<file path="config.mk">
export PLATFORM = sky130hd
export DESIGN_NAME = cbt_block_transfer
export DESIGN_NICKNAME = d
export VERILOG_FILES = /design/src/design/cbt_block_transfer.v
export VERILOG_INCLUDE_DIRS = /design/src /design/src/design
export SDC_FILE = /design/constraint.sdc
export NUM_CORES = 1
export LEC_CHECK = 0
export ABC_AREA = 0
export ABC_CLOCK_PERIOD_IN_PS = 5400
export BUFFER_PORTS_ARGS = -buffer_cell sky130_fd_sc_hd__buf_4
export CAP_MARGIN = 15
export CELL_PAD_IN_SITES_DETAIL_PLACEMENT = 0
export CELL_PAD_IN_SITES_GLOBAL_PLACEMENT = 1
export CORE_ASPECT_RATIO = 1.1
export CORE_MARGIN = 2
export CORE_UTILIZATION = 50
export CTS_BUF_LIST = sky130_fd_sc_hd__clkbuf_8
export CTS_CLUSTER_DIAMETER = 40
export CTS_CLUSTER_SIZE = 16
export DETAILED_ROUTE_END_ITERATION = 12
export GPL_TIMING_DRIVEN = 0
export PLACE_DENSITY_LB_ADDON = 0.1
export SYNTH_ARGS = -nofsm -noshare
export SYNTH_HDL_FRONTEND = slang
export SYNTH_SLANG_ARGS = --single-unit
</file>
<file path="constraint.sdc">
create_clock -name core_clk -period 5.4 [get_ports core_clk]
set_clock_uncertainty 0.1 [all_clocks]
set_input_delay 1.08 -clock core_clk [delete_from_list [all_inputs] [get_ports core_clk]]
set_output_delay 1.08 -clock core_clk [all_outputs]
set_load 0.01 [all_outputs]
</file>
<file path="src/design/cbt_defines.vh">
// constants for the card block transfer controller
`ifndef CBT_DEFINES_VH
`define CBT_DEFINES_VH
// transfer states
`define CBT_ST_IDLE     4'h0
`define CBT_ST_RD_START 4'h1
`define CBT_ST_RD_DATA  4'h2
`define CBT_ST_RD_CRC   4'h3
`define CBT_ST_RD_END   4'h4
`define CBT_ST_RD_HOLD  4'h5
`define CBT_ST_WR_WAIT  4'h6
`define CBT_ST_WR_DATA  4'h7
`define CBT_ST_WR_CRC   4'h8
`define CBT_ST_WR_END   4'h9
`define CBT_ST_WR_STAT  4'hA
`define CBT_ST_WR_IGN   4'hB
// command indices
`define CBT_CMD_RESET   6'h00
`define CBT_CMD_SWITCH  6'h06
`define CBT_CMD_SELECT  6'h07
`define CBT_CMD_STOP    6'h0C
`define CBT_CMD_STATUS  6'h0D
`define CBT_CMD_BLKLEN  6'h10
`define CBT_CMD_RD_ONE  6'h11
`define CBT_CMD_RD_MUL  6'h12
`define CBT_CMD_BLKCNT  6'h17
`define CBT_CMD_WR_ONE  6'h18
`define CBT_CMD_WR_MUL  6'h19
`define CBT_CMD_PRG_CSD 6'h1B
// data line count selection byte: index, reset value, encodings
`define CBT_BW_INDEX    8'hB7
`define CBT_BW_RESET    8'h00
`define CBT_BW_1        8'h00
`define CBT_BW_4        8'h01
`define CBT_BW_8        8'h02
`define CBT_IDX_LIMIT   8'hBF
`define CBT_ACC_WRBYTE  2'h3
// response status bit positions
`define CBT_RS_ILLEGAL  0
`define CBT_RS_RANGE    1
`define CBT_RS_BLEN     2
`define CBT_RS_ALIGN    3
`define CBT_RS_CRC      4
`define CBT_RS_SWITCH   5
`define CBT_RS_GENERAL  6
`define CBT_RS_READY    7
`define CBT_RS_SELECTED 12
// framing and checksum
`define CBT_CRC_POLY    16'h1021
`define CBT_CRC_LAST    4'hF
`define CBT_TOK_LAST    4'h5
`define CBT_CSD_BYTES   12'h010
`define CBT_BLEN_RESET  12'h200
`endif

</file>
<file path="src/design/cbt_block_transfer.v">
// card side block transfer controller with per-line crc and write buffer
//
// Behaviour
// - data line count byte resets to 0x00 at power-on and soft reset
// - undefined value written to line count byte: keep byte, raise switch fault
// - line count byte is write only, never read back
// - data lines high when idle; all transfers on link clock edges
// - block: low start bit, payload, per-line crc, high end bit
// - read length capped at max size; shorter only with partial reads allowed
// - single block read sends one block then returns to transfer state
// - open-ended multi read or write runs until stop command
// - block count command before multi command gives counted transfer
// - zero block count gives open-ended transfer needing stop
// - stop command accepted anywhere in multi transfer, aborts it
// - bad address, length or alignment rejects command, stays in transfer
// - read error mid transfer: stop sending; multi read stays in data, reports at stop; single read returns to transfer
// - stop after counted transfer completed is illegal command
// - misaligned partial read flags alignment fault; stop returns to transfer
// - crc checked before programming; failure signalled, block dropped, rest ignored
// - write error mid transfer: ignore blocks, stay receiving, report at stop
// - stopped counted write leaves remaining blocks undefined
// - misaligned partial write aborts, ignores data; stop reports alignment fault
// - config record write needs no length; read-only part mismatch is error
// - hold first line low while buffer busy; status poll shows buffer free
// - deselect releases first line; reselect resumes busy if still busy
`timescale 1ns/1ps
`include "cbt_defines.vh"

////////////////////////////////////////////////////////////////////////////////
// one line's checksum; feeding its own msb shifts it out while zeroing
module cbt_crc16 (
	input  wire        core_clk,
	input  wire        arst_n,
	input  wire        clr,
	input  wire        en,
	input  wire        din,
	output reg  [15:0] crc
);
	wire fb = crc[15] ^ din;

	// serial crc, msb first
	always @(posedge core_clk or negedge arst_n) begin
		if (!arst_n)
			crc <= 16'h0000;
		else if (clr)
			crc <= 16'h0000;
		else if (en)
			crc <= {crc[14:0], 1'b0} ^ (fb ? `CBT_CRC_POLY : 16'h0000);
	end
endmodule // cbt_crc16

////////////////////////////////////////////////////////////////////////////////
// write buffer between the link and the memory port
module cbt_fifo #(
	parameter W = 8,
	parameter D = 8
) (
	input  wire         core_clk,
	input  wire         arst_n,
	input  wire         clr,
	input  wire [W-1:0] in_data,
	input  wire         in_valid,
	output wire         in_ready,
	output wire [W-1:0] out_data,
	output wire         out_valid,
	input  wire         out_ready
);
	localparam AW = (D > 1) ? $clog2(D) : 1;
	localparam [AW:0] DEPTH = D;

	reg [W-1:0]  mem_r [0:D-1];
	reg [AW-1:0] wp_r;
	reg [AW-1:0] rp_r;
	reg [AW:0]   cnt_r;

	wire push = in_valid & in_ready;
	wire pop  = out_valid & out_ready;

	assign in_ready  = (cnt_r != DEPTH);
	assign out_valid = (cnt_r != {(AW+1){1'b0}});
	assign out_data  = mem_r[rp_r];

	// pointers wrap at depth, count tells full from empty
	always @(posedge core_clk or negedge arst_n) begin
		if (!arst_n) begin
			wp_r  <= {AW{1'b0}};
			rp_r  <= {AW{1'b0}};
			cnt_r <= {(AW+1){1'b0}};
		end else if (clr) begin
			wp_r  <= {AW{1'b0}};
			rp_r  <= {AW{1'b0}};
			cnt_r <= {(AW+1){1'b0}};
		end else begin
			if (push)
				wp_r <= (wp_r == D - 1) ? {AW{1'b0}} : wp_r + 1'b1;
			if (pop)
				rp_r <= (rp_r == D - 1) ? {AW{1'b0}} : rp_r + 1'b1;
			cnt_r <= cnt_r + {{AW{1'b0}}, push} - {{AW{1'b0}}, pop};
		end
	end

	// storage has no reset, only the pointers and the count need one
	always @(posedge core_clk) begin
		if (push)
			mem_r[wp_r] <= in_data;
	end
endmodule // cbt_fifo

////////////////////////////////////////////////////////////////////////////////
// transfer controller
module cbt_block_transfer #(
	parameter         MAX_RD_LOG2 = 9,
	parameter [31:0]  CAPACITY    = 32'h0100_0000,
	parameter [15:0]  RCA         = 16'h0001,
	parameter [127:0] CSD_INIT    = 128'h0,
	parameter         FIFO_DEPTH  = 8
) (
	input  wire         core_clk,
	input  wire         arst_n,
	input  wire         cmd_valid,
	input  wire [5:0]   cmd_index,
	input  wire [31:0]  cmd_arg,
	output reg          resp_valid,
	output reg  [15:0]  resp_status,
	input  wire         link_clk,
	input  wire [7:0]   dat_in,
	output reg  [7:0]   dat_out,
	output reg  [7:0]   dat_oe_n,
	input  wire         partial_read_allowed,
	input  wire         rd_misalign_allowed,
	input  wire         write_misalign_allowed,
	output reg  [31:0]  mem_addr,
	input  wire [7:0]   mem_rd_data,
	input  wire         mem_rd_valid,
	output wire         mem_rd_ready,
	output wire [7:0]   mem_wr_data,
	output wire         mem_wr_valid,
	input  wire         mem_wr_ready,
	output reg          mem_commit,
	output reg          mem_discard,
	input  wire         mem_busy,
	output reg  [127:0] csd_value
);
	localparam [12:0] MAXL = 13'h1 << MAX_RD_LOG2;

	reg         lc_s1, lc_s2, lc_s3;
	reg [7:0]   dat_s1, dat_s2;
	reg [3:0]   state_r, state_nxt;
	reg [3:0]   sub_r, sub_nxt;
	reg [11:0]  bcnt_r, bcnt_nxt;
	reg [7:0]   sh_r, sh_nxt;
	reg [31:0]  addr_nxt;
	reg [11:0]  blen_r, blen_nxt;
	reg [15:0]  left_r, left_nxt;
	reg [15:0]  pend_r, pend_nxt;
	reg         pendv_r, pendv_nxt;
	reg         counted_r, counted_nxt;
	reg         multi_r, multi_nxt;
	reg         csdm_r, csdm_nxt;
	reg         bad_r, bad_nxt;
	reg         sel_r, sel_nxt;
	reg [7:0]   mode_r, mode_nxt;
	reg [6:0]   err_r, err_nxt;
	reg [6:0]   cerr;
	reg [127:0] csd_sh_r, csd_sh_nxt;
	reg [127:0] csd_nxt;
	reg [7:0]   out_nxt, oen_nxt;
	reg         resp_v_nxt;
	reg [15:0]  resp_nxt;
	reg         commit_nxt, discard_nxt;
	reg         load, push, crc_clr, crc_en;
	reg [7:0]   crc_din;

	wire        rise = lc_s2 & ~lc_s3;
	wire        busy = mem_wr_valid | mem_busy;
	wire        fifo_rdy;
	wire [127:0] crc_v;
	wire [7:0]  crc_msb;
	wire [7:0]  crc_zero;

	// line count selection steers framing; byte itself is never read back
	wire is8 = (mode_r == `CBT_BW_8);
	wire is4 = (mode_r == `CBT_BW_4);
	wire [7:0] act     = is8 ? 8'hFF : (is4 ? 8'h0F : 8'h01);
	wire [3:0] lastsub = is8 ? 4'h0 : (is4 ? 4'h1 : 4'h7);
	wire [7:0] tx_bits = is8 ? sh_r : (is4 ? {4'hF, sh_r[7:4]} : {7'h7F, sh_r[7]});
	wire [7:0] tx_rest = is8 ? 8'hFF : (is4 ? {sh_r[3:0], 4'hF} : {sh_r[6:0], 1'b1});
	wire [7:0] rx_byte = is8 ? dat_s2 : (is4 ? {sh_r[3:0], dat_s2[3:0]}
	                                        : {sh_r[6:0], dat_s2[0]});
	wire       crc_ok  = &crc_zero;
	wire [11:0] blk_len = csdm_r ? `CBT_CSD_BYTES : blen_r;

	// argument checks for a new read or write
	wire [12:0] cmd_off = {1'b0, cmd_arg[11:0]} & (MAXL - 13'h1);
	wire al_bad_c   = (cmd_off + {1'b0, blen_r}) > MAXL;
	wire bl_bad     = (blen_r == 12'h000) || ({1'b0, blen_r} > MAXL);
	wire rd_bl_bad  = bl_bad | (({1'b0, blen_r} != MAXL) & ~partial_read_allowed);
	wire wr_bl_bad  = bl_bad | (({1'b0, blen_r} != MAXL) & ~write_misalign_allowed);
	wire rng_bad_c  = (cmd_arg >= CAPACITY);

	// checks on the block that follows in a multi transfer
	wire [31:0] nxt_addr = mem_addr + {20'h00000, blen_r};
	wire [12:0] nxt_off  = {1'b0, nxt_addr[11:0]} & (MAXL - 13'h1);
	wire nxt_mis  = (nxt_off + {1'b0, blen_r}) > MAXL;
	wire nxt_oor  = (nxt_addr >= CAPACITY);
	wire last_blk = ~multi_r | (counted_r & (left_r == 16'h0001));
	wire [4:0] tokv = {1'b0, bad_r ? 3'b101 : 3'b010, 1'b1};

	assign mem_rd_ready = load;

	////////////////////////////////////////////////////////////////////////////
	// link clock and data pins are foreign: two flops, then edge detect
	always @(posedge core_clk or negedge arst_n) begin
		if (!arst_n) begin
			lc_s1  <= 1'b0;
			lc_s2  <= 1'b0;
			lc_s3  <= 1'b0;
			dat_s1 <= 8'hFF;
			dat_s2 <= 8'hFF;
		end else begin
			lc_s1  <= link_clk;
			lc_s2  <= lc_s1;
			lc_s3  <= lc_s2;
			dat_s1 <= dat_in;
			dat_s2 <= dat_s1;
		end
	end

	// one checksum per data line
	genvar g;
	generate
		for (g = 0; g < 8; g = g + 1) begin : g_crc
			cbt_crc16 u_crc (
				.core_clk (core_clk),
				.arst_n   (arst_n),
				.clr      (crc_clr),
				.en       (crc_en),
				.din      (crc_din[g]),
				.crc      (crc_v[g*16 +: 16])
			);
			assign crc_msb[g]  = crc_v[g*16 + 15];
			assign crc_zero[g] = ~act[g] | (crc_v[g*16 +: 16] == 16'h0000);
		end
	endgenerate

	// write buffer; overrun cannot stall the host, so it fails the block
	cbt_fifo #(.W(8), .D(FIFO_DEPTH)) u_fifo (
		.core_clk  (core_clk),
		.arst_n    (arst_n),
		.clr       (discard_nxt),
		.in_data   (rx_byte),
		.in_valid  (push),
		.in_ready  (fifo_rdy),
		.out_data  (mem_wr_data),
		.out_valid (mem_wr_valid),
		.out_ready (mem_wr_ready)
	);

	////////////////////////////////////////////////////////////////////////////
	// transfer engine and command handling
	always @* begin
		state_nxt = state_r;   sub_nxt = sub_r;       bcnt_nxt = bcnt_r;
		sh_nxt = sh_r;         addr_nxt = mem_addr;   blen_nxt = blen_r;
		left_nxt = left_r;     pend_nxt = pend_r;     pendv_nxt = pendv_r;
		counted_nxt = counted_r; multi_nxt = multi_r; csdm_nxt = csdm_r;
		bad_nxt = bad_r;       sel_nxt = sel_r;       mode_nxt = mode_r;
		csd_sh_nxt = csd_sh_r; csd_nxt = csd_value;
		out_nxt = dat_out;     oen_nxt = dat_oe_n;
		err_nxt = 7'h00;       cerr = 7'h00;
		resp_v_nxt = 1'b0;     resp_nxt = resp_status;
		commit_nxt = 1'b0;     discard_nxt = 1'b0;
		load = 1'b0;  push = 1'b0;  crc_clr = 1'b0;  crc_en = 1'b0;
		crc_din = dat_s2;
		if (rise) begin
			case (state_r)
			`CBT_ST_RD_START: begin
				out_nxt = ~act;
				oen_nxt = ~act;
				crc_clr = 1'b1;
				sub_nxt = 4'h0;
				bcnt_nxt = 12'h000;
				load = mem_rd_valid;
				sh_nxt = mem_rd_data;
				state_nxt = `CBT_ST_RD_DATA;
			end
			`CBT_ST_RD_DATA: begin
				out_nxt = tx_bits;
				crc_en = 1'b1;
				crc_din = tx_bits;
				sh_nxt = tx_rest;
				sub_nxt = sub_r + 4'h1;
				if (sub_r == lastsub) begin
					sub_nxt = 4'h0;
					bcnt_nxt = bcnt_r + 12'h001;
					if (bcnt_r == blen_r - 12'h001)
						state_nxt = `CBT_ST_RD_CRC;
					else if (mem_rd_valid) begin
						load = 1'b1;
						sh_nxt = mem_rd_data;
					end else begin
						// source starved: quit sending; multi read stays for stop, single read returns idle
						err_nxt[`CBT_RS_GENERAL] = 1'b1;
						out_nxt = 8'hFF;
						oen_nxt = 8'hFF;
						state_nxt = multi_r ? `CBT_ST_RD_HOLD : `CBT_ST_IDLE;
					end
				end
			end
			`CBT_ST_RD_CRC: begin
				out_nxt = crc_msb | ~act;
				crc_en = 1'b1;
				crc_din = crc_msb;
				sub_nxt = sub_r + 4'h1;
				if (sub_r == `CBT_CRC_LAST) begin
					sub_nxt = 4'h0;
					state_nxt = `CBT_ST_RD_END;
				end
			end
			`CBT_ST_RD_END: begin
				out_nxt = 8'hFF;
				sub_nxt = 4'h1;
				if (sub_r != 4'h0) begin
					oen_nxt = 8'hFF;
					if (last_blk)
						state_nxt = `CBT_ST_IDLE;
					else if (~rd_misalign_allowed & nxt_mis) begin
						err_nxt[`CBT_RS_ALIGN] = 1'b1;
						state_nxt = `CBT_ST_RD_HOLD;
					end else if (nxt_oor) begin
						err_nxt[`CBT_RS_RANGE] = 1'b1;
						state_nxt = `CBT_ST_RD_HOLD;
					end else begin
						addr_nxt = nxt_addr;
						left_nxt = left_r - 16'h0001;
						state_nxt = `CBT_ST_RD_START;
					end
				end
			end
			`CBT_ST_WR_WAIT: begin
				// busy drive on line 0 must not look like a start bit
				if (~dat_s2[0] & dat_oe_n[0]) begin
					crc_clr = 1'b1;
					sub_nxt = 4'h0;
					bcnt_nxt = 12'h000;
					bad_nxt = 1'b0;
					state_nxt = `CBT_ST_WR_DATA;
				end
			end
			`CBT_ST_WR_DATA: begin
				crc_en = 1'b1;
				sh_nxt = rx_byte;
				sub_nxt = sub_r + 4'h1;
				if (sub_r == lastsub) begin
					sub_nxt = 4'h0;
					bcnt_nxt = bcnt_r + 12'h001;
					if (csdm_r)
						csd_sh_nxt = {csd_sh_r[119:0], rx_byte};
					else if (~bad_r) begin
						push = 1'b1;
						if (~fifo_rdy) begin
							err_nxt[`CBT_RS_GENERAL] = 1'b1;
							bad_nxt = 1'b1;
						end
					end
					if (bcnt_r == blk_len - 12'h001)
						state_nxt = `CBT_ST_WR_CRC;
				end
			end
			`CBT_ST_WR_CRC: begin
				crc_en = 1'b1;
				sub_nxt = sub_r + 4'h1;
				if (sub_r == `CBT_CRC_LAST)
					state_nxt = `CBT_ST_WR_END;
			end
			`CBT_ST_WR_END: begin
				// checksum residue must be zero and end bits high
				if (~crc_ok | ((dat_s2 & act) != act)) begin
					bad_nxt = 1'b1;
					err_nxt[`CBT_RS_CRC] = 1'b1;
				end
				sub_nxt = 4'h0;
				state_nxt = `CBT_ST_WR_STAT;
			end
			`CBT_ST_WR_STAT: begin
				sub_nxt = sub_r + 4'h1;
				oen_nxt[0] = 1'b0;
				out_nxt[0] = tokv[3'h4 - sub_r[2:0]];
				if (sub_r == `CBT_TOK_LAST) begin
					out_nxt[0] = 1'b1;
					oen_nxt[0] = 1'b1;
					if (bad_r) begin
						discard_nxt = 1'b1;
						state_nxt = multi_r ? `CBT_ST_WR_IGN : `CBT_ST_IDLE;
					end else begin
						if (csdm_r) begin
							if (csd_sh_r[127:16] == csd_value[127:16])
								csd_nxt = csd_sh_r;
							else
								err_nxt[`CBT_RS_GENERAL] = 1'b1;
						end else
							commit_nxt = 1'b1;
						if (last_blk | csdm_r)
							state_nxt = `CBT_ST_IDLE;
						else if (~write_misalign_allowed & nxt_mis) begin
							err_nxt[`CBT_RS_ALIGN] = 1'b1;
							state_nxt = `CBT_ST_WR_IGN;
						end else if (nxt_oor) begin
							err_nxt[`CBT_RS_RANGE] = 1'b1;
							state_nxt = `CBT_ST_WR_IGN;
						end else begin
							addr_nxt = nxt_addr;
							left_nxt = left_r - 16'h0001;
							state_nxt = `CBT_ST_WR_WAIT;
						end
					end
				end
			end
			default: begin
			end
			endcase
		end
		if (cmd_valid) begin
			resp_v_nxt = 1'b1;
			pendv_nxt = 1'b0;
			case (cmd_index)
			`CBT_CMD_RESET: begin
				mode_nxt = `CBT_BW_RESET;
				state_nxt = `CBT_ST_IDLE;
				sel_nxt = 1'b0;
				blen_nxt = `CBT_BLEN_RESET;
				out_nxt = 8'hFF;
				oen_nxt = 8'hFF;
			end
			`CBT_CMD_STATUS: begin
			end
			`CBT_CMD_SELECT: begin
				if (state_r == `CBT_ST_IDLE)
					sel_nxt = (cmd_arg[31:16] == RCA);
				else
					cerr[`CBT_RS_ILLEGAL] = 1'b1;
			end
			`CBT_CMD_STOP: begin
				if (state_r == `CBT_ST_IDLE)
					cerr[`CBT_RS_ILLEGAL] = 1'b1;
				else begin
					// stop mid block drops the partial write
					if (state_r >= `CBT_ST_WR_DATA && state_r <= `CBT_ST_WR_STAT)
						discard_nxt = 1'b1;
					state_nxt = `CBT_ST_IDLE;
					out_nxt = 8'hFF;
					oen_nxt = 8'hFF;
				end
			end
			default: begin
				if (state_r != `CBT_ST_IDLE || !sel_r)
					cerr[`CBT_RS_ILLEGAL] = 1'b1;
				else begin
					case (cmd_index)
					`CBT_CMD_SWITCH: begin
						if (cmd_arg[25:24] == `CBT_ACC_WRBYTE) begin
							if (cmd_arg[23:16] > `CBT_IDX_LIMIT)
								cerr[`CBT_RS_SWITCH] = 1'b1;
							else if (cmd_arg[23:16] == `CBT_BW_INDEX) begin
								if (cmd_arg[15:8] <= `CBT_BW_8)
									mode_nxt = cmd_arg[15:8];
								else
									cerr[`CBT_RS_SWITCH] = 1'b1;
							end
						end
					end
					`CBT_CMD_BLKLEN: blen_nxt = cmd_arg[11:0];
					`CBT_CMD_BLKCNT: begin
						pend_nxt = cmd_arg[15:0];
						pendv_nxt = 1'b1;
					end
					`CBT_CMD_RD_ONE, `CBT_CMD_RD_MUL,
					`CBT_CMD_WR_ONE, `CBT_CMD_WR_MUL: begin
						cerr[`CBT_RS_RANGE] = rng_bad_c;
						cerr[`CBT_RS_BLEN] = cmd_index[3] ? wr_bl_bad : rd_bl_bad;
						cerr[`CBT_RS_ALIGN] = ~rng_bad_c & al_bad_c & ~bl_bad &
							~(cmd_index[3] ? write_misalign_allowed : rd_misalign_allowed);
						if (cerr == 7'h00) begin
							addr_nxt = cmd_arg;
							multi_nxt = ~(cmd_index[0] ^ cmd_index[3]);
							counted_nxt = pendv_r & (pend_r != 16'h0000);
							left_nxt = pend_r;
							csdm_nxt = 1'b0;
							sub_nxt = 4'h0;
							state_nxt = cmd_index[3] ? `CBT_ST_WR_WAIT : `CBT_ST_RD_START;
						end
					end
					`CBT_CMD_PRG_CSD: begin
						csdm_nxt = 1'b1;
						multi_nxt = 1'b0;
						state_nxt = `CBT_ST_WR_WAIT;
					end
					default: cerr[`CBT_RS_ILLEGAL] = 1'b1;
					endcase
				end
			end
			endcase
			// report pending faults, then keep only those raised this cycle
			resp_nxt = {3'h0, sel_nxt, state_nxt, ~busy, err_r | cerr};
		end else begin
			// no answer this cycle: pending faults stay, new ones join them
			err_nxt = err_nxt | err_r;
		end
		// busy on line 0 only while selected and not framing
		if (state_nxt == `CBT_ST_IDLE || state_nxt == `CBT_ST_WR_WAIT) begin
			oen_nxt[0] = ~(sel_nxt & busy);
			out_nxt[0] = ~(sel_nxt & busy);
		end
	end

	////////////////////////////////////////////////////////////////////////////
	// state and output registers
	always @(posedge core_clk or negedge arst_n) begin
		if (!arst_n) begin
			state_r <= `CBT_ST_IDLE;  sub_r <= 4'h0;      bcnt_r <= 12'h000;
			sh_r <= 8'hFF;            mem_addr <= 32'h0;  blen_r <= `CBT_BLEN_RESET;
			left_r <= 16'h0000;       pend_r <= 16'h0000; pendv_r <= 1'b0;
			counted_r <= 1'b0;        multi_r <= 1'b0;    csdm_r <= 1'b0;
			bad_r <= 1'b0;            sel_r <= 1'b0;
			mode_r <= `CBT_BW_RESET;
			err_r <= 7'h00;           csd_sh_r <= 128'h0; csd_value <= CSD_INIT;
			dat_out <= 8'hFF;         dat_oe_n <= 8'hFF;
			resp_valid <= 1'b0;       resp_status <= 16'h0000;
			mem_commit <= 1'b0;       mem_discard <= 1'b0;
		end else begin
			state_r <= state_nxt;     sub_r <= sub_nxt;   bcnt_r <= bcnt_nxt;
			sh_r <= sh_nxt;           mem_addr <= addr_nxt; blen_r <= blen_nxt;
			left_r <= left_nxt;       pend_r <= pend_nxt; pendv_r <= pendv_nxt;
			counted_r <= counted_nxt; multi_r <= multi_nxt; csdm_r <= csdm_nxt;
			bad_r <= bad_nxt;         sel_r <= sel_nxt;   mode_r <= mode_nxt;
			err_r <= err_nxt;         csd_sh_r <= csd_sh_nxt; csd_value <= csd_nxt;
			dat_out <= out_nxt;       dat_oe_n <= oen_nxt;
			resp_valid <= resp_v_nxt; resp_status <= resp_nxt;
			mem_commit <= commit_nxt; mem_discard <= discard_nxt;
		end
	end
endmodule // cbt_block_transfer

</file>
==> results.tsv, run 1 <==
stage	metric	value	unit
placement	post_dp_cell_area	32700	sq um
detailed_routing	via_per_inst	5.81	
detailed_routing	route.detailed.drc	0	
worst_setup_path	critPathLaunchType	flop	
detailed_routing	wl_met1	38.1	mm
floorplan	die_y	259	microns
yosys	yosys-top-cells-area	dfrtp_1 44%, mux2_2 6.8%, edfxtp_1 6.5%, a22o_1 3.9%, dfstp_2 3.6%	
detailed_routing	antenna_left	0	
placement	dp_cells	3659	
power_and_ir_drop	p_int	9.42	mW
job	drv_cap	0	
yosys	synth-seq-cells	631	
cells_and_area	syn_to_final_growth	19.1	%
worst_setup_path	crit_path_max_fanout	8	
worst_setup_path	cp_cell_sequence	nor4_4 > nand3_1 > xnor2_1 > a211oi_1 > nand2b_1 > nor2_1 > nor2_1 > nor3_1 > buf_4	
power_and_ir_drop	power.switching	4.60	mW
worst_setup_path	path_common_cell	nor2_1	
worst_setup_path	r2r_end	left_r[9]	
detailed_routing	routedWlPerCell	21.8	microns
yosys	synth-main-ff-cell	dfrtp_1	
clock_network	clkTransAtPathRegs	0.08	ns
clock_network	cts_buffer_depth	3	
detailed_routing	firstDrtPassIters	5	
detailed_routing	vias	22400	
yosys	avgSynthCellArea	11.3	sq um
detailed_routing	wl_met3	4.48	mm
placement	place_congestion	0.904	
global_route	antenna_found_initial	2	
power_and_ir_drop	leakage	16.8	nW
clock_network	insertion_delay	0.71	ns
worst_setup_path	rr_worst_depth	19	
global_route	grt_pass1_vias	22500	
power_and_ir_drop	total_power	14.0	mW
sta	finalCritPeriodShare	0.976	
detailed_routing	wl_met2	39.7	mm
worst_setup_path	path_class	reg2out	
yosys	synthesis.instances	2625	
worst_setup_path	r2r_slack	0.13	ns
sta	fmax	190	MHz
sta	final_max_slew_viol_count	0	
cells_and_area	nets	3125	
yosys	yosys_warnings	0	
floorplan	start_util	0.505	
yosys	synth.distinct_cells	91	
floorplan	num_rows	93	
yosys	synthArstFlopShare	0.899	
cells_and_area	design_area	35300	sq um
power_and_ir_drop	p_seq_frac	0.432	
cells_and_area	utilization	0.602	
floorplan	core	58600	sq um
power_and_ir_drop	combPwrFrac	0.227	
detailed_routing	drt_iter0_drc	1764	
yosys	synth_top_area_cell	dfrtp_1	
clock_network	clockRootBuffer	clkbuf_8	
hold_path	hold_class	in2async	
yosys	synthesis.area	29600	sq um
worst_setup_path	cp.arrival	4.09	ns
worst_setup_path	reg2reg_from	blen_r[3]	
detailed_routing	top_layer_used	met4	
worst_setup_path	critical_path.max_stage_delay	0.70	ns
power_and_ir_drop	p_sw_frac	0.328	
sta	hold_viol_final	0	
power_and_ir_drop	power_density	397	nW/um^2
global_route	grt-ovfl-total	0	
sta	slew_headroom	0.248	
worst_setup_path	end_kind	output port	
sta	setup_viol	0	
yosys	synth_top_area_share	0.444	
detailed_routing	routed_wirelength	84.1	mm
sta	fin_crit	5.27	ns
floorplan	io_pins	269	
placement	numPortBuffers	264	
global_route	grt_pass1_wl	131	mm
yosys	synth-seq-area-share	0.545	
clock_network	cts_hold_buf	0	
power_and_ir_drop	pwr-share-clk	0.341	
clock_network	cts_tree	built	
yosys	synth_edf_count	64	
placement	hpwl	62.5	mm
clock_network	h-tree-depth	3	
cells_and_area	layout-drive-gt1-share	0.246	
worst_setup_path	required	4.22	ns
power_and_ir_drop	vdd_drop_max	298	uV
sta	holdWs	0.246	ns
clock_network	cts-buffers-inserted	96	
global_route	grt_max_degree	119	
sta	tightest_slew	1.13	ns
worst_setup_path	critPathSlowestCell	a211oi_1	
floorplan	die_w	236	microns
run_status	outcome	finished, final reports clean	
cells_and_area	stdcell_count	3851	
global_route	grt_util_all_layers	0.274	
clock_network	cts_num_sinks	631	
floorplan	die-area	61200	sq um
cells_and_area	fill_cells	4981	
==> through the flow <==
step	setup TNS (ns)	setup WS (ns)
after floorplan	0	0.466
after global placement	-1501.29	-2.91
after detailed placement	-17.28	-0.605
after CTS	0	0.0357
after global routing	-0.0870	-0.0460
final	0	0.127
==> kinds of logic after synthesis <==
logic type	after synthesis	share of synthesized area
fa+ha+maj	56	0.0246
xor+xnor	208	0.0615
compound gates	525	0.123
buf+inv	289	0.0376
simple gates	702	0.122
mux	213	0.0862
flops	631	0.545
other cells	1	0.000127
==> cell usage in the layout, fill, tap and decap left out, types with 99 or more instances in the layout <==
| master | instances |
|---|---|
| a21oi_1 | 102 |
| a22o_1 | 131 |
| buf_4 | 278 |
| clkbuf_1 | 211 |
| clkbuf_8 | 100 |
| dfrtp_1 | 523 |
| mux2_2 | 178 |
| nand2_1 | 186 |
| nor2_1 | 166 |
| xnor2_1 | 99 |
| xor2_1 | 108 |
==> cell type report <==
class,count,area [sq um],share of cell area
flip-flops and latches,631,16200,0.458
multi-input cells,1707,12500,0.353
repair buffers,281,2210,0.0626
clock buffers,100,1380,0.0390
clock inverters,82,1000,0.0284
well taps,760,951,0.0269
plain buffers,228,890,0.0252
inverters,61,233,0.00659
diodes,1,2.50,0.0000709
==> cells in the mapped netlist, types with 20 or more instances <==
library cell / n
a21oi_1: 104
a22o_1: 131
a31oi_1: 24
and3_1: 20
clkbuf_1: 212
dfrtp_1: 526
dfstp_2: 41
edfxtp_1: 64
ha_1: 51
inv_1: 59
mux2_2: 178
nand2_1: 186
nand2b_1: 20
nand3_1: 51
nand4_1: 40
nor2_1: 166
nor3_1: 41
nor4_1: 65
o21ai_0: 78
o21ai_1: 29
xnor2_1: 100
xor2_1: 108
==> worst max-delay path, delay by kind of cell (launching register included) <==
family                 cells  cell delay, ns
AO/OA/AOI/OAI              1            0.70
XOR/XNOR                   1            0.24
buffers and inverters      1            0.18
flip-flops                 1            0.41
AND/OR/NAND/NOR            6            1.86
==> power by group through the flow <==
stage	clock, mW	combinational, mW	sequential (mW)
floorplan	0	2.13	5.97
global placement	0	3.06	6.11
detailed placement	0	3.14	6.13
CTS	4.90	3.18	6.05
global route	5.11	3.50	6.14
finish	4.79	3.18	6.06
==> registers in the layout, summed over array words and instances (netlist names), 13 cells and up <==
signal           flops
csd_sh_r           128
csd_value          128
g_crc.u_crc.crc    128
u_fifo.mem_r        64
mem_addr            32
left_r              16
pend_r              16
resp_status         13
==> layer usage <==
metal / vias to the layer above / GRT usage
met4: 0 / 0.0851
met5: - / 0
li1: 10200 / -
met2: 705 / 0.442
met1: 11400 / 0.385
met3: 107 / 0.0405
==> worst max-delay path by stage <==
stage                      startpoint                    end  slack, ns  cells after the start
final                       mode_r[3]           mem_rd_ready       0.13                      9
after CTS                   blen_r[3]              left_r[9]       0.04                     19
after global placement         arst_n  g_crc[5].u_crc.crc[8]      -2.91                      1
after floorplan           mem_addr[3]              left_r[9]       0.47                     19
after detailed placement    blen_r[1]            mem_addr[9]      -0.61                     19
after global routing        blen_r[3]              left_r[9]      -0.05                     19
==> what timing repair did <==
| action | CTS | global route |
|---|---|---|
| cloned | 0 | 0 |
| gates resized for setup | 11 | 15 |
| setup endpoints to repair | 52 | 39 |
| pin swaps | 4 | 5 |
| buffers inserted | 5 | 2 |
Power figures use the tool's default switching activity.
==> inputs of run 2 (changes only) <==
--- a/config.mk
+++ b/config.mk
@@ -6,7 +6,7 @@
 export SDC_FILE = /design/constraint.sdc
 export NUM_CORES = 1
 export LEC_CHECK = 0
-export ABC_AREA = 0
+export ABC_AREA = 1
 export ABC_CLOCK_PERIOD_IN_PS = 5400
 export BUFFER_PORTS_ARGS = -buffer_cell sky130_fd_sc_hd__buf_4
 export CAP_MARGIN = 15
@@ -14,7 +14,7 @@
 export CELL_PAD_IN_SITES_GLOBAL_PLACEMENT = 1
 export CORE_ASPECT_RATIO = 1.1
 export CORE_MARGIN = 2
-export CORE_UTILIZATION = 50
+export CORE_UTILIZATION = 30
 export CTS_BUF_LIST = sky130_fd_sc_hd__clkbuf_8
 export CTS_CLUSTER_DIAMETER = 40
 export CTS_CLUSTER_SIZE = 16
==> results.tsv, run 2 <==
stage	metric	value	unit	change
clock_network	clockRootBuffer	clkbuf_8		
clock_network	clkTransAtPathRegs	0.06	ns	-0.02 ns
yosys	synth-main-ff-cell	dfrtp_1		
global_route	grt_util_all_layers	0.198		-0.0757
yosys	synth_top_family_by_area	simple AND/OR/NAND/NOR gates		
yosys	synth.distinct_cells	65		-29%
yosys	synth-seq-cells	631		unchanged
cells_and_area	layout-drive-gt1-share	0.189		-0.0566
detailed_routing	routedWlPerCell	19.6	microns	-10%
sta	fmax	202	MHz	+6.4%
worst_setup_path	critPathLaunchType	flop		
yosys	yosysMostFrequentCell	nand2_1		
yosys	synth_xor_area_frac	0.0419		-0.0195
detailed_routing	route.detailed.drc	0		unchanged
power_and_ir_drop	vdd_drop_max	210	uV	-29%
sta	final_max_slew_viol_count	0		unchanged
sta	hold_viol_final	0		unchanged
worst_setup_path	path_class	reg2reg		
yosys	synth_edf_count	64		unchanged
sta	fin_crit	4.96	ns	-0.316 ns
detailed_routing	vias	25600		+14%
global_route	antenna_found_initial	2		unchanged
cells_and_area	fill_cells	10800		+120%
power_and_ir_drop	power_density	398	nW/um^2	+0.22%
worst_setup_path	crit_path_max_fanout	10		+2
clock_network	insertion_delay	0.76	ns	+0.05 ns
yosys	yosys-top-cells-area	dfrtp_1 42%, nand2_1 7.3%, edfxtp_1 6.1%, inv_1 5.8%, o21ai_0 3.6%		
clock_network	cts-buffers-inserted	111		+16%
clock_network	cts_num_sinks	631		unchanged
yosys	synth-seq-area-share	0.516		-0.0295
floorplan	die-area	107000	sq um	+75%
global_route	grt_pass1_vias	25900		+15%
floorplan	die_w	312	microns	+32%
yosys	synthesis.area	31300	sq um	+5.7%
floorplan	num_rows	124		+33%
sta	holdWs	0.124	ns	-0.123 ns
worst_setup_path	required	5.92	ns	+1.70 ns
yosys	synthArstFlopShare	0.899		unchanged
placement	pre_cts_ws	-0.0703	ns	+0.535 ns
cells_and_area	nets	4080		+31%
yosys	synth_top_area_cell	dfrtp_1		
sta	slew_headroom	0.241		-0.00685
yosys	synthSimpleGateAreaFrac	0.187		+0.0654
cells_and_area	mostFrequentLayoutCell	nand2_1		
sta	setup_viol	0		unchanged
global_route	grt_pass1_wl	162	mm	+24%
clock_network	cts_tree	built		
clock_network	h-tree-depth	3		unchanged
power_and_ir_drop	leakage	17.9	nW	+6.5%
cells_and_area	layout_common_cells	608 x nand2_1, 523 x dfrtp_1, 500 x inv_1		
yosys	synth_compound_area_frac	0.116		-0.00737
floorplan	io_pins	269		unchanged
placement	place_congestion	0.829		-8.2%
detailed_routing	firstDrtPassIters	5		unchanged
cells_and_area	reg_top3	csd_sh_r: 128 flops, csd_value: 128 flops, g_crc.u_crc.crc: 128 flops		
power_and_ir_drop	total_power	15.1	mW	+7.8%
yosys	synth_common_cells	609 x nand2_1, 526 x dfrtp_1, 486 x inv_1, 264 x nor2_1, 224 x o21ai_0		
floorplan	die_y	343	microns	+32%
placement	hpwl	82.1	mm	+31%
detailed_routing	via_per_inst	4.70		-19%
sta	finalCritPeriodShare	0.918		-0.0585
yosys	synthMuxAreaShare	0.0250		-0.0612
yosys	synthesis.instances	3561		+36%
global_route	grt-ovfl-total	0		unchanged
placement	numPortBuffers	265		+0.38%
yosys	avgSynthCellArea	8.80	sq um	-22%
worst_setup_path	end_kind	flop		
floorplan	start_util	0.302		-0.204
floorplan	core	104000	sq um	+77%
run_status	outcome	finished, final reports clean		
sta	worst_slack	0.443	ns	+0.316 ns
sta	tightest_slew	1.14	ns	+0.0103 ns
detailed_routing	routed_wirelength	107	mm	+27%
yosys	synth_top_area_share	0.420		-0.0240
clock_network	cts_buffer_depth	3		unchanged
cells_and_area	syn_to_final_growth	21.2	%	
yosys	yosys_warnings	0		unchanged
detailed_routing	antenna_left	0		unchanged
sta	rsz0062_at_grt	false		
yosys	synthAdderAreaFrac	0.0229		-0.00165
hold_path	hold_class	in2async		
detailed_routing	drt_iter0_drc	1578		-11%
worst_setup_path	cp.arrival	5.48	ns	+1.39 ns
global_route	grt_max_degree	105		-12%
job	drv_cap	0		unchanged
-- run 2: changes by cell type in the layout (fill, tap and decap cells not counted), moves of 39 or more --
cell / delta
nor2_1: +98
mux2_2: -112
o22ai_1: +146
inv_1: +437
nand3_1: +83
o21ai_0: +147
nand2_1: +422
xor2_1: -39
a22o_1: -130
-- run 2: layer usage --
metal	global-route usage	routed length [microns]	vias to the layer above
li1	-	-	12600
met1	0.267	49700	12300
met3	0.0279	4270	114
met4	0.0455	1630	2
met5	0	10	-
met2	0.337	51000	551
-- run 2: final timing paths --
path	slack, ns	cells past startpoint	startpoint	to
max	0.44	26	blen_r[0]	mem_addr[23]
min	0.12	1	arst_n	csd_value[107]
max reg2reg	0.44	26	blen_r[0]	mem_addr[23]
min reg2reg	0.26	0	dat_s1[3]	dat_s2[3]
max in group asynchronous	3.28	4	arst_n	dat_s1[1]
min in group core_clk	0.26	0	dat_s1[3]	dat_s2[3]
-- run 2: critical path: stages, from the launching register on --
cell and delay (ns):
dfrtp_2 0.47, ha_1 0.21, inv_1 0.06, fa_1 0.40, inv_1 0.13, nand3_1 0.08, nand3_1 0.15, nand2_1 0.09
nand2_2 0.13, xor2_1 0.39, ha_1 0.34, nand2_1 0.14, nor2_1 0.07, and3_1 0.18, nor2_1 0.12, nand3_1 0.08
nor2_1 0.09, nand2_1 0.19, nand2_1 0.18, nand3_2 0.15, nand2_1 0.11, nand2_2 0.17, nor3_4 0.21, buf_2 0.27
o22ai_1 0.11, o21ai_1 0.15, inv_1 0.05
-- run 2: timing repair --
item | CTS | global route
hold buffers | 0 | 0
resized for setup | 3 | 7
setup buffers | 0 | 5
pin swaps | 0 | 1
setup endpoints to repair | 16 | 42
-- run 2: power breakdown --
part	switching [mW]	leakage (nW)	internal (mW)	total, mW
Clock	2.31	1.33	2.83	5.14
Sequential	0.557	8.08	5.54	6.09
Combinational	2.49	8.46	1.40	3.89
Total	5.36	17.9	9.77	15.1
-- run 2: through the flow --
step,util,instances,area (sq um),setup TNS (ns)
after global routing,0.366,5445,38000,0
after CTS,0.365,5436,37900,0
final,0.366,5445,38000,0
after global placement,0.338,5214,35100,-1935.37
after floorplan,-,3563,31300,0
after detailed placement,0.340,5227,35300,-0.388
-- run 2: area by class of cell --
class / instances / area (sq um) / share of cell area
well taps: 1386 / 1730 / 0.0457
flip-flops and latches: 631 / 16200 / 0.426
diodes: 2 / 5.00 / 0.000132
clock buffers: 124 / 1710 / 0.0449
clock inverters: 85 / 906 / 0.0239
repair buffers: 285 / 2250 / 0.0592
multi-input cells: 2193 / 12300 / 0.325
inverters: 518 / 1950 / 0.0513
plain buffers: 221 / 923 / 0.0243
-- run 2: kinds of logic after synthesis --
kind of cell               count (synthesis)
AOI/OAI and AO/OA                        616
xor gates and xnor gates                 150
adders and majority gates                 55
buffers and inverters                    739
DFF                                      631
muxes                                     70
other                                      1
and+or+nand+nor                         1299
==> inputs of run 3 (changes only) <==
--- a/config.mk
+++ b/config.mk
@@ -7,13 +7,12 @@
 export NUM_CORES = 1
 export LEC_CHECK = 0
 export ABC_AREA = 1
-export ABC_CLOCK_PERIOD_IN_PS = 5400
 export BUFFER_PORTS_ARGS = -buffer_cell sky130_fd_sc_hd__buf_4
 export CAP_MARGIN = 15
 export CELL_PAD_IN_SITES_DETAIL_PLACEMENT = 0
 export CELL_PAD_IN_SITES_GLOBAL_PLACEMENT = 1
 export CORE_ASPECT_RATIO = 1.1
-export CORE_MARGIN = 2
+export CORE_MARGIN = 8
 export CORE_UTILIZATION = 30
 export CTS_BUF_LIST = sky130_fd_sc_hd__clkbuf_8
 export CTS_CLUSTER_DIAMETER = 40
==> results.tsv, run 3 (synthesis results as in run 2) <==
stage	metric	value	unit	change
cells_and_area	mostFrequentLayoutCell	nand2_1		
cells_and_area	design_area	37900	sq um	-0.21%
sta	fin_crit	4.90	ns	-0.0563 ns
placement	numPortBuffers	265		unchanged
sta	tightest_slew	1.10	ns	-0.0345 ns
clock_network	clkTransAtPathRegs	0.07	ns	about the same
worst_setup_path	crit_path_max_fanout	10		unchanged
global_route	grt_pass1_vias	26200		+1.2%
floorplan	die_y	355	microns	+3.5%
placement	post_dp_cell_area	35300	sq um	about the same
worst_setup_path	reg2reg_from	blen_r[1]		
cells_and_area	reg_top3	csd_sh_r: 128 flops, csd_value: 128 flops, g_crc.u_crc.crc: 128 flops		
detailed_routing	routedWlPerCell	19.8	microns	+1.2%
worst_setup_path	r2r_slack	0.50	ns	+0.06 ns
sta	slew_headroom	0.264		+0.0230
worst_setup_path	r2r_end	mem_addr[19]		
global_route	grt_pass1_wl	164	mm	+1.0%
worst_setup_path	path_class	reg2reg		
global_route	grt_util_all_layers	0.185		-0.0135
placement	hpwl	83.3	mm	+1.5%
floorplan	start_util	0.302		unchanged
worst_setup_path	end_kind	flop		
clock_network	insertion_delay	0.75	ns	about the same
worst_setup_path	critical-path-top-delay-family	simple AND/OR/NAND/NOR gates		
sta	rsz0062_at_grt	false		
sta	setup_viol	0		unchanged
hold_path	hold_depth	0		
clock_network	h-tree-depth	3		unchanged
worst_setup_path	crit_buf_inv	5		+1
sta	finalCritPeriodShare	0.908		-0.0104
floorplan	io_pins	269		unchanged
floorplan	core	104000	sq um	unchanged
hold_path	hold_class	reg2reg		
clock_network	cts_num_sinks	631		unchanged
power_and_ir_drop	leakage	17.9	nW	about the same
worst_setup_path	required	5.91	ns	about the same
worst_setup_path	critical_path.max_stage_delay	0.51	ns	+0.04 ns
worst_setup_path	startpoint	blen_r[1]		
sta	worst_slack	0.499	ns	+0.0563 ns
worst_setup_path	cp.arrival	5.41	ns	-0.07 ns
clock_network	cts_tree	built		
sta	hold_viol_final	0		unchanged
floorplan	num_rows	124		unchanged
placement	pre_cts_ws	-0.0493	ns	+0.0210 ns
detailed_routing	drt_iter0_drc	1609		+2.0%
sta	fin_setup_tns	0	ns	unchanged
detailed_routing	vias	25500		-0.16%
power_and_ir_drop	total_power	15.1	mW	about the same
clock_network	cts_buffer_depth	3		unchanged
cells_and_area	utilization	0.365		-0.000760
placement	place_congestion	0.819		-1.2%
floorplan	die-area	115000	sq um	+7.5%
power_and_ir_drop	vdd_drop_max	292	uV	+39%
sta	fmax	204	MHz	+1.1%
hold_path	whs_endpoint	dat_s2[2]		
detailed_routing	route.detailed.drc	0		unchanged
cells_and_area	syn_to_final_growth	21.0	%	
cells_and_area	layout-drive-gt1-share	0.186		-0.00275
floorplan	die_w	324	microns	+3.8%
worst_setup_path	critPathLaunchType	flop		
global_route	antenna_found_initial	2		unchanged
hold_path	hp-start	dat_s1[2]		
job	drv_cap	0		unchanged
global_route	grt_max_degree	110		+4.8%
detailed_routing	firstDrtPassIters	5		unchanged
cells_and_area	layout_common_cells	608 x nand2_1, 524 x dfrtp_1, 505 x inv_1		
cells_and_area	nets	4072		-0.20%
worst_setup_path	critPathSlowestCell	dfrtp_2		
power_and_ir_drop	power_density	399	nW/um^2	+0.11%
worst_setup_path	path_common_cell	nand2_1		
clock_network	clockRootBuffer	clkbuf_8		
clock_network	cts-buffers-inserted	109		-1.8%
detailed_routing	antenna_left	0		unchanged
sta	final_max_slew_viol_count	0		unchanged
detailed_routing	routed_wirelength	108	mm	+1.1%
detailed_routing	via_per_inst	4.70		about the same
global_route	grt-ovfl-total	0		unchanged
run_status	outcome	finished, final reports clean		
worst_setup_path	rr_worst_depth	28		+7.7%
## run 3: cell types whose count changed in the layout (fill, tap and decap cells not counted), sizes merged
cell,change
clkinv,+5
clkdlybuf4s15,+1
diode,+1
inv,-1
bufinv,+3
clkinvlp,-8
buf,-6
clkbuf,-4
## run 3: where the power goes
part | internal (mW) | total, mW | switching [mW]
clock network | 2.89 | 5.12 | 2.22
logic | 1.40 | 3.88 | 2.48
registers | 5.54 | 6.12 | 0.578
## run 3: worst max path at each step
stage | end | slack [ns] | depth (start not counted)
3_3_place_gp | g_crc[3].u_crc.crc[7] | -3.77 | 1
6_report | mem_addr[19] | 0.50 | 28
2_1_floorplan | mem_addr[22] | 1.51 | 28
4_1_cts | mem_addr[19] | 0.11 | 28
5_1_grt | mem_addr[19] | 0.02 | 26
3_5_place_dp | mem_addr[19] | -0.05 | 28
## run 3: worst reg2reg max path: cells and delay by family (launching register included)
family | cells | cell delay [ns]
AO/OA/AOI/OAI | 2 | 0.37
XOR/XNOR | 1 | 0.22
adder cells (fa/ha/maj) | 2 | 0.80
buffers and inverters | 5 | 0.72
flip-flops | 1 | 0.51
multiplexers | 1 | 0.14
AND/OR/NAND/NOR | 17 | 1.91
## run 3: metal layers
layer | global-route usage | wire [microns]
met5 | 0 | 27
met4 | 0.0590 | 3070
met3 | 0.0333 | 5210
met2 | 0.298 | 49500
met1 | 0.251 | 49900
## run 3: layout make-up
class	count	area, sq um
multi-input cells	2193	12400
well taps	1386	1730
inverters	518	1950
fillers	10900	65900
clock buffers	121	1670
plain buffers	221	921
flip-flops and latches	631	16200
diodes	3	7.51
repair buffers	279	2200
clock inverters	84	907
## run 3: through the flow
step	hold WS, ns	cells
after floorplan	0.231	3563
after global placement	0.242	5214
after detailed placement	0.240	5226
after CTS	0.208	5431
after global routing	0.261	5434
final	0.253	5436
## run 3: what timing repair did
action	4_1_cts	5_1_grt
gates resized for setup	2	6
pin swaps	0	1
hold buffers	0	0
setup buffers	0	2
setup endpoints to repair	17	28
